### src/rmsc_cfg.svh
// Constants for the radio operating-mode controller
`ifndef RMSC_CFG_SVH
`define RMSC_CFG_SVH

`define RMSC_CLK_MHZ 125
`define RMSC_CNT_W 32
`define RMSC_RETRY_W 4
`define RMSC_CE_START_NS 10000
`define RMSC_CE_START_CYC ((`RMSC_CE_START_NS * `RMSC_CLK_MHZ + 999) / 1000)
`define RMSC_CS_FILTER_US 128
`define RMSC_CS_FILTER_CYC (`RMSC_CS_FILTER_US * `RMSC_CLK_MHZ)
`define RMSC_RETRY_STEP_US 250
`define RMSC_RETRY_STEP_CYC (`RMSC_RETRY_STEP_US * `RMSC_CLK_MHZ)
`define RMSC_CNT_RESET 32'h0000_0000
`define RMSC_RETRY_RESET 4'h0

`endif

### src/rmsc_pkg.sv
// Types for the radio operating-mode controller
`include "rmsc_cfg.svh"

package rmsc_pkg;

	typedef enum logic [2:0] {
		RMSC_PWR_DOWN,
		RMSC_STANDBY_1,
		RMSC_STANDBY_2,
		RMSC_TX,
		RMSC_RX
	} rmsc_mode_t;

	typedef struct packed {
		rmsc_mode_t mode;
		logic ce_s1;
		logic ce_s2;
		logic rf_s1;
		logic rf_s2;
		logic [`RMSC_CNT_W-1:0] ce_cnt;
		logic [`RMSC_CNT_W-1:0] cs_cnt;
		logic [`RMSC_CNT_W-1:0] dly_cnt;
		logic [`RMSC_RETRY_W-1:0] retry_cnt;
		logic retry_pend;
		logic awaiting_ack;
		logic exhausted;
		logic carrier;
		logic tx_start;
		logic tx_resend;
		logic ack_mode;
		logic ack_payload;
		logic rx_write;
		logic rx_drop;
		logic retry_irq;
	} rmsc_state_t;

endpackage

### src/rmsc_mode_ctrl.sv
// Operating-mode state machine of the packet transceiver
`timescale 1ns/100ps
`include "rmsc_cfg.svh"

module rmsc_mode_ctrl
	import rmsc_pkg::*;
#(
	parameter int unsigned CS_FILTER_CYC = `RMSC_CS_FILTER_CYC,
	parameter int unsigned RETRY_STEP_CYC = `RMSC_RETRY_STEP_CYC
) (
	input wire logic sys_clk,
	input wire logic resetn,
	input wire logic power_on_bit,
	input wire logic receive_role_select,
	input wire logic auto_ack_enable,
	input wire logic [`RMSC_RETRY_W-1:0] retry_limit,
	input wire logic [`RMSC_RETRY_W-1:0] retry_delay,
	input wire logic retry_flag_clear,
	input wire logic radio_activate_pin,
	input wire logic rf_signal_present,
	input wire logic tx_fifo_empty,
	input wire logic tx_skip_ack,
	input wire logic tx_done,
	input wire logic ack_received,
	input wire logic ack_timeout,
	input wire logic rx_packet_valid,
	input wire logic rx_addr_match,
	input wire logic rx_crc_ok,
	input wire logic rx_skip_ack,
	input wire logic rx_fifo_full,
	output rmsc_mode_t mode,
	output logic tx_start,
	output logic tx_resend,
	output logic ack_mode,
	output logic ack_payload,
	output logic rx_fifo_write,
	output logic rx_discard,
	output logic carrier_sense,
	output logic [`RMSC_RETRY_W-1:0] retry_counter,
	output logic retry_exhausted_flag,
	output logic retry_irq
);

	localparam logic [`RMSC_CNT_W-1:0] CE_START_CYC = `RMSC_CNT_W'(`RMSC_CE_START_CYC);
	localparam logic [`RMSC_CNT_W-1:0] CS_CYC = `RMSC_CNT_W'(CS_FILTER_CYC);
	localparam logic [`RMSC_CNT_W-1:0] STEP_CYC = `RMSC_CNT_W'(RETRY_STEP_CYC);
	localparam logic [`RMSC_CNT_W-1:0] CNT_ONE = `RMSC_CNT_W'(1);

	rmsc_state_t s_q;
	rmsc_state_t s_d;

	logic ce;
	logic rf;
	logic ce_started;
	logic rx_good;
	logic [`RMSC_CNT_W-1:0] dly_target;

	assign ce = s_q.ce_s2;
	assign rf = s_q.rf_s2;
	// Held strictly longer than the start time
	assign ce_started = ce && (s_q.ce_cnt > CE_START_CYC);
	assign rx_good = rx_packet_valid && rx_addr_match && rx_crc_ok;
	assign dly_target = `RMSC_CNT_W'(({{(`RMSC_CNT_W-`RMSC_RETRY_W){1'b0}}, retry_delay} + CNT_ONE) * STEP_CYC);

	always_comb begin
		s_d = s_q;
		s_d.ce_s1 = radio_activate_pin;
		s_d.ce_s2 = s_q.ce_s1;
		s_d.rf_s1 = rf_signal_present;
		s_d.rf_s2 = s_q.rf_s1;
		s_d.tx_start = 1'b0;
		s_d.tx_resend = 1'b0;
		s_d.rx_write = 1'b0;
		s_d.rx_drop = 1'b0;
		s_d.retry_irq = 1'b0;

		// Pulse width of the synchronised activate pin
		if (!ce) begin
			s_d.ce_cnt = `RMSC_CNT_RESET;
		end else if (s_q.ce_cnt <= CE_START_CYC) begin
			s_d.ce_cnt = s_q.ce_cnt + CNT_ONE;
		end

		// Filtered carrier sense, receive mode only
		if (s_q.mode != RMSC_RX || !rf) begin
			s_d.cs_cnt = `RMSC_CNT_RESET;
			s_d.carrier = 1'b0;
		end else if (s_q.cs_cnt < CS_CYC) begin
			s_d.cs_cnt = s_q.cs_cnt + CNT_ONE;
			s_d.carrier = 1'b0;
		end else begin
			s_d.carrier = 1'b1;
		end

		// Sticky flag; a new set wins over the clear
		if (retry_flag_clear) begin
			s_d.exhausted = 1'b0;
		end

		unique case (s_q.mode)
			RMSC_PWR_DOWN: begin
				// Only the power bit changes the mode; retry_flag_clear still clears the flag and the pin synchronisers keep sampling
				if (power_on_bit) begin
					s_d.mode = RMSC_STANDBY_1;
				end
			end
			RMSC_STANDBY_1: begin
				if (s_q.retry_pend) begin
					if (s_q.dly_cnt + CNT_ONE >= dly_target) begin
						s_d.dly_cnt = `RMSC_CNT_RESET;
						s_d.retry_pend = 1'b0;
						s_d.retry_cnt = s_q.retry_cnt + `RMSC_RETRY_W'(1);
						s_d.mode = RMSC_TX;
						s_d.tx_start = 1'b1;
						s_d.tx_resend = 1'b1;
						s_d.awaiting_ack = 1'b1;
					end else begin
						s_d.dly_cnt = s_q.dly_cnt + CNT_ONE;
					end
				end else if (receive_role_select) begin
					if (ce) begin
						s_d.mode = RMSC_RX;
					end
				end else if (ce_started) begin
					if (tx_fifo_empty) begin
						s_d.mode = RMSC_STANDBY_2;
					end else begin
						s_d.mode = RMSC_TX;
						s_d.tx_start = 1'b1;
						s_d.retry_cnt = `RMSC_RETRY_RESET;
						s_d.awaiting_ack = auto_ack_enable && !tx_skip_ack;
					end
				end
			end
			RMSC_STANDBY_2: begin
				if (!ce || receive_role_select) begin
					s_d.mode = RMSC_STANDBY_1;
				end else if (!tx_fifo_empty) begin
					s_d.mode = RMSC_TX;
					s_d.tx_start = 1'b1;
					s_d.retry_cnt = `RMSC_RETRY_RESET;
					s_d.awaiting_ack = auto_ack_enable && !tx_skip_ack;
				end
			end
			RMSC_TX: begin
				// Packet in progress completes unless the power bit goes low
				if (tx_done) begin
					if (s_q.ack_mode) begin
						s_d.ack_mode = 1'b0;
						s_d.ack_payload = 1'b0;
						s_d.mode = ce ? RMSC_RX : RMSC_STANDBY_1;
					end else if (s_q.awaiting_ack) begin
						s_d.mode = RMSC_RX;
					end else if (auto_ack_enable && tx_skip_ack) begin
						s_d.mode = RMSC_STANDBY_1;
					end else if (!ce) begin
						s_d.mode = RMSC_STANDBY_1;
					end else if (!tx_fifo_empty) begin
						s_d.tx_start = 1'b1;
						s_d.retry_cnt = `RMSC_RETRY_RESET;
						s_d.awaiting_ack = auto_ack_enable && !tx_skip_ack;
					end else begin
						s_d.mode = RMSC_STANDBY_2;
					end
				end
			end
			RMSC_RX: begin
				if (s_q.awaiting_ack) begin
					// Transmitter listening for its acknowledgement
					if (ack_received) begin
						s_d.awaiting_ack = 1'b0;
						if (!ce) begin
							s_d.mode = RMSC_STANDBY_1;
						end else if (!tx_fifo_empty) begin
							s_d.mode = RMSC_TX;
							s_d.tx_start = 1'b1;
							s_d.retry_cnt = `RMSC_RETRY_RESET;
							s_d.awaiting_ack = auto_ack_enable && !tx_skip_ack;
						end else begin
							s_d.mode = RMSC_STANDBY_2;
						end
					end else if (ack_timeout) begin
						s_d.mode = RMSC_STANDBY_1;
						s_d.dly_cnt = `RMSC_CNT_RESET;
						if (s_q.retry_cnt < retry_limit) begin
							s_d.retry_pend = 1'b1;
						end else begin
							s_d.awaiting_ack = 1'b0;
							s_d.exhausted = 1'b1;
							s_d.retry_irq = 1'b1;
						end
					end
				end else if (!ce || !receive_role_select) begin
					s_d.mode = RMSC_STANDBY_1;
				end else if (rx_good) begin
					if (rx_fifo_full) begin
						s_d.rx_drop = 1'b1;
					end else begin
						s_d.rx_write = 1'b1;
						if (auto_ack_enable && !rx_skip_ack) begin
							s_d.mode = RMSC_TX;
							s_d.tx_start = 1'b1;
							s_d.ack_mode = 1'b1;
							s_d.ack_payload = !tx_fifo_empty;
						end
					end
				end
			end
		endcase

		// Power bit low overrides the mode and every output pulse except retry_irq
		if (!power_on_bit) begin
			s_d.mode = RMSC_PWR_DOWN;
			s_d.tx_start = 1'b0;
			s_d.tx_resend = 1'b0;
			s_d.rx_write = 1'b0;
			s_d.rx_drop = 1'b0;
			s_d.retry_pend = 1'b0;
			s_d.awaiting_ack = 1'b0;
			s_d.ack_mode = 1'b0;
			s_d.ack_payload = 1'b0;
			s_d.dly_cnt = `RMSC_CNT_RESET;
			s_d.cs_cnt = `RMSC_CNT_RESET;
			s_d.carrier = 1'b0;
		end
	end

	always_ff @(posedge sys_clk or negedge resetn) begin
		if (!resetn) begin
			// Every field listed so a new one cannot slip past reset
			s_q <= '{
				mode: RMSC_PWR_DOWN,
				ce_s1: 1'b0,
				ce_s2: 1'b0,
				rf_s1: 1'b0,
				rf_s2: 1'b0,
				ce_cnt: `RMSC_CNT_RESET,
				cs_cnt: `RMSC_CNT_RESET,
				dly_cnt: `RMSC_CNT_RESET,
				retry_cnt: `RMSC_RETRY_RESET,
				retry_pend: 1'b0,
				awaiting_ack: 1'b0,
				exhausted: 1'b0,
				carrier: 1'b0,
				tx_start: 1'b0,
				tx_resend: 1'b0,
				ack_mode: 1'b0,
				ack_payload: 1'b0,
				rx_write: 1'b0,
				rx_drop: 1'b0,
				retry_irq: 1'b0
			};
		end else begin
			s_q <= s_d;
		end
	end

	assign mode = s_q.mode;
	assign tx_start = s_q.tx_start;
	assign tx_resend = s_q.tx_resend;
	assign ack_mode = s_q.ack_mode;
	assign ack_payload = s_q.ack_payload;
	assign rx_fifo_write = s_q.rx_write;
	assign rx_discard = s_q.rx_drop;
	assign carrier_sense = s_q.carrier;
	assign retry_counter = s_q.retry_cnt;
	assign retry_exhausted_flag = s_q.exhausted;
	assign retry_irq = s_q.retry_irq;

endmodule

### config.mk
export PLATFORM = sky130hd
export DESIGN_NAME = rmsc_mode_ctrl
export DESIGN_NICKNAME = d
export VERILOG_FILES = /design/src/rmsc_pkg.sv /design/src/rmsc_mode_ctrl.sv
export VERILOG_INCLUDE_DIRS = /design/src
export SDC_FILE = /design/constraint.sdc
export NUM_CORES = 1
export LEC_CHECK = 0
export ABC_AREA = 0
export ABC_CLOCK_PERIOD_IN_PS = 5100
export BUFFER_PORTS_ARGS = -buffer_cell sky130_fd_sc_hd__buf_4
export CAP_MARGIN = 5
export CORE_AREA = 2 2 135 137
export DETAILED_ROUTE_END_ITERATION = 10
export DIE_AREA = 0 0 137 139
export RECOVER_POWER = 100
export SKIP_CTS_REPAIR_TIMING = 1
export SYNTH_ARGS = -nofsm -noshare
export SYNTH_HDL_FRONTEND = slang
export SYNTH_SLANG_ARGS = --single-unit
### constraint.sdc
create_clock -name sys_clk -period 5.1 [get_ports sys_clk]
set_input_delay 0.51 -clock sys_clk [delete_from_list [all_inputs] [get_ports sys_clk]]
set_output_delay 0.51 -clock sys_clk [all_outputs]
set_load 0.005 [all_outputs]
-- Word level (Yosys, flattened, before mapping)
Index checks and enable logic that the tools add are counted.
- register bits after elaboration: 118
- output and inout port bits: 16
- logic and storage cells: 209
- $add $sub $neg: 5
- multiply operators: 1
- order comparisons: 5
- eq/ne operators: 45
- mux-type cells: 109
- reduce and logical (&&, ||, !) cells: 24
- operators with widths (kind ; number):
    $mux W32 ; 8
    $add A32 B1 Y32 const B ; 3
    $mux W3 ; 26
    $mux W64 ; 1
    $pmux W32 S2 ; 1
    $mux W4 ; 14
    $ne A3 B3 Y1 const B ; 18
    $mux W1 ; 45
    $mux W39 ; 1
    $ge A32 B20 Y1 ; 1
    $gt A32 B11 Y1 const B ; 1
    $le A32 B11 Y1 const B ; 1
    $lt A32 B14 Y1 const B ; 1
    $ne A5 B5 Y1 const B ; 6
    $mul A5 B14 Y19 const B ; 1
    $ne A4 B4 Y1 const B ; 4
    $pmux W4 S4 ; 1
    $pmux W3 S5 ; 1
    $ne A2 B2 Y1 const B ; 7
    $reduce_and A7 Y1 ; 2
    $reduce_and A11 Y1 ; 1
    $mux W2 ; 5
    $reduce_and A10 Y1 ; 1
    $reduce_and A5 Y1 ; 2
    21 further kinds ; 37

-- Longest topological paths before layout
- depth in word-level cells: 10
- mapped depth: 26
- depth with buffers taken out: 24

-- Worst setup path before layout
No wires, ideal clock.
- path kind: input to register
- start point: input retry_delay[0]
- end point: register s_q[9] in the netlist's numbering
- library setup time: 121 ps
- arrival: 4850 ps
- slack: 129 ps
- stages on the path: 24
- cell sequence: ha_1 -> xor2_1 -> inv_1 -> fa_1 -> fa_1 -> inv_1 -> ha_1 -> ha_1 -> a21o_1 -> a21oi_1 -> o21ai_0 -> a21oi_1 -> xnor2_1 -> ha_1 -> nand4_1 -> a21oi_1 -> o21ai_0 -> a21oi_1 -> a2111o_1 -> nor3_2 -> buf_4 -> buf_6 -> nand4_1 -> o2bb2ai_1
- word-level cells in the longest chain between the ends: 5
- RTL lines (element ; RTL line ; RTL):
    from (decl) ; rmsc_mode_ctrl.sv:17 ; input wire logic [`RMSC_RETRY_W-1:0] retry_delay,
    $add A4 B1 Y5 ; rmsc_mode_ctrl.sv:63 ; assign dly_target = `RMSC_CNT_W'(({{(`RMSC_CNT_W-`RMSC_RETRY_W){1'b0}}, retry_delay} + CNT_ONE) * STEP_CYC);
    $mul A5 B14 Y19 ; rmsc_mode_ctrl.sv:63 ;
    $ge A32 B20 Y1 ; rmsc_mode_ctrl.sv:109 ; if (s_q.dly_cnt + CNT_ONE >= dly_target) begin
    $ne A4 B4 Y1 (no line) ; n/a ;
    $reduce_and A7 Y1 (no line) ; n/a ;
    to (signal assigned) ; rmsc_mode_ctrl.sv:231 ; s_q <= '{
    to (decl) ; rmsc_mode_ctrl.sv:49 ; rmsc_state_t s_q;
Every way passes these cells.
A chain may end at the register's enable or synchronous reset.

-- Final worst setup path
Same ends and word-level chain as after synthesis.

==> flow_metrics.tcl <==
set metrics [dict create \
    route.detailed.drc 0 \
    insertion_delay_ps 410 \
    area_growth_pct 18.2 \
    htree_num_levels 4 \
    grt_first_pass_wirelength_mm 27.5 \
    antenna_found_initial 0 \
    slew_violations 70 \
    coreArea_sq_mm 0.0177 \
    die_w_um 137 \
    dr.first_iter.drc_count 434 \
    synth_ff_type "dfrtp_1" \
    worstMarginPinSlew_ps 3630 \
    nets 947 \
    rrSetupSlack_ps 1100 \
    outcome "complete, but fails checks" \
    die_h_um 139 \
    synth_edf_count 0 \
    crit_fanout 9 \
    hp-start "radio_activate_pin" \
    end_kind "register" \
    synthArstFlopShare_pct 100 \
    synth-compound-area-share_pct 12.9 \
    dpl.hpwl_mm 11.4 \
    syn_area_sq_mm 0.00747 \
    yosys.area_share.adder_pct 10.8 \
    worstPathRequired_ps 5400 \
    synthMuxAreaShare_pct 1.09 \
    peakVddDrop_mv 0.198 \
    track_usage_pct 17.8 \
    rows 49 \
    critPathKind "input pin to register" \
    overflow 0 \
    worstRegToRegCells 17 \
    ctsRootBufferMaster "clkbuf_16" \
    wire_per_inst_um 14.6 \
    reg2reg_from "s_q[15]" \
    syn-num-nets 884 \
    synth_cell_type_count 71 \
    yosysWarnings 0 \
    grt_max_degree 70 \
    min_period_ps 4890 \
    portBuffers 41 \
    place_congestion 0.848 \
    fin_skew_ps 7.10 \
    io_pins 42 \
    grt_pass1_vias 5645 \
    syn_inst 799 \
    finalCoreUtilization_pct 50.0 \
    clkTransAtPathRegs_ps 60 \
    cts_buffer_depth 2 \
    violations "capacitance limit, slew limit" \
    vias_per_cell 5.36 \
    wl_mm 16.1 \
    dr_total_vias 5912 \
    synth_top_family_by_area "simple AND/OR/NAND/NOR gates" \
    hold_depth 1 \
    drive_above_1_share_pct 14.4 \
    crit_buf_inv 5 \
    startpoint_type "input pin" \
    dr.pass1.iters 5 \
    cts_sinks 118 \
    cp_common_cell "a21oi_1" \
    dp_cells 1067 \
    crit_slowest_cell "fa_1" \
    final_hold_viol_count 0 \
    cts_buffers 17 \
    finalNonFillerCells 1104 \
    start_util_pct 42.3 \
    drtAntennaViolNets 0 \
    ys_seq_elements 118 \
    p_leak_nw 4.21 \
    synth-simple-area-share_pct 24.8 \
    power_density_mw_per_mm2 294 \
    hp-class "input pin to register" \
    finalSetupViolations 0 \
    slowest_delay_ps 550 \
    synthXorXnorAreaFrac_pct 6.10 \
    yosysSeqAreaShare_pct 39.5 \
    maxCapViolCount 1 \
    critical_path.top_delay_family "adder cells" \
    finalCritPeriodShare_pct 95.9 \
    hold_end "s_d[113]" \
    cts_tree "done" \
    synth.avg_cell_area_sq_um 9.35 \
    reg2reg_to "s_q[9]" \
    relSlewSlack_pct -142 \
    timing.fmax_ghz 0.205 \
    critPathArrivalTime_ps 5190 \
    die_area_sq_mm 0.0190 \
    diodes 0 \
]
report_power, final:
| group | internal, mW | switching, mW | total [mW] |
|---|---|---|---|
| clock | 0.718 | 0.402 | 1.12 |
| combinational | 0.224 | 0.278 | 0.503 |
| sequential | 0.948 | 0.0252 | 0.973 |
| total | 1.89 | 0.706 | 2.60 |
logic make-up after synthesis:
group | after synthesis
compound gates | 137
flops | 118
simple gates | 341
xor+xnor | 52
mux | 8
buf+inv | 82
fa+ha+maj | 61
sequential cells by signal (all words and copies together), names as in the netlist:
signal and cells:
tx_start 1, tx_resend 1, retry_counter 4, s_q 98, retry_exhausted_flag 1, carrier_sense 1, retry_irq 1, s_d 2
rf 1, rx_discard 1, rx_fifo_write 1, ce 1, mode 3, ack_payload 1, ack_mode 1
cells in the mapped netlist, drive strengths merged, types with 11 or more instances:
master / instances / area (sq um)
nand2b: 11 / 68.8
nor4: 17 / 106
nor2: 43 / 161
clkbuf: 24 / 90.1
a21oi: 29 / 145
nand3: 28 / 145
and2: 78 / 488
xnor2: 33 / 289
nor3: 20 / 110
nand2: 71 / 267
ha: 53 / 663
buf: 13 / 98.8
nand4: 28 / 190
dfrtp: 118 / 2950
o21ai: 23 / 115
xor2: 19 / 166
inv: 45 / 169
through the flow:
step / hold WS (ps) / power (mW) / cell area, sq um / setup slack (ps) / setup TNS [ps]
after detailed placement: 341 / 1.48 / 8160 / -162 / -2570
after global routing: 214 / 2.74 / 8830 / -28.7 / -49.9
final: 231 / 2.60 / 8830 / 211 / 0
after floorplan: 214 / 1.32 / 7470 / 129 / 0
after global placement: 332 / 1.47 / 8160 / -91.7 / -598
after CTS: 190 / 2.61 / 8730 / 238 / 0
how the worst max path moves through the flow:
stage | start | endpoint | cells after the start | slack, ps
4_1_cts | retry_delay[0] | mode[0] | 23 | 240
5_1_grt | retry_delay[0] | s_q[9] | 25 | -30
3_3_place_gp | retry_delay[0] | retry_counter[2] | 24 | -90
3_5_place_dp | retry_delay[0] | retry_counter[2] | 24 | -160
6_report | retry_delay[0] | s_q[9] | 25 | 210
2_1_floorplan | retry_delay[0] | s_q[9] | 24 | 130
cell type report:
cell class / count / area [sq um]
fill: 1673 / 8830
multi-input combinational: 599 / 4240
sequential: 118 / 2950
timing repair buffer: 81 / 613
clock buffer: 24 / 492
tap: 229 / 287
inverter: 45 / 169
clock inverter: 8 / 72.6
cells in the final DEF, fill, tap and decap left out, types with 7 or more instances in the layout:
master / Yosys / final
a21o_1: 10 / 10
a21oi_1: 29 / 28
a31oi_1: 7 / 7
a41o_1: 10 / 10
and2_0: 1 / 35
and2_1: 77 / 43
and3_1: 8 / 8
buf_4: 9 / 54
clkbuf_1: 24 / 10
clkbuf_16: 0 / 18
clkbuf_4: 0 / 16
dfrtp_1: 118 / 118
ha_1: 53 / 51
inv_1: 45 / 45
mux2i_1: 7 / 7
nand2_1: 71 / 71
nand2b_1: 11 / 11
nand3_1: 27 / 25
nand4_1: 27 / 27
nor2_1: 43 / 43
nor2b_1: 10 / 10
nor3_1: 18 / 17
nor4_1: 17 / 17
o21ai_0: 18 / 20
xnor2_1: 33 / 31
xor2_1: 19 / 18
per-layer routing:
layer / GRT usage (%) / vias up / share of wire (%)
li1: - / 2947 / -
met1: 24.3 / 2860 / 48
met2: 28.2 / 91 / 47
met3: 4.53 / 14 / 3.9
met4: 4.61 / 0 / 0.88
met5: 0 / - / 0
No activity file was read; power rests on OpenSTA's default activity.
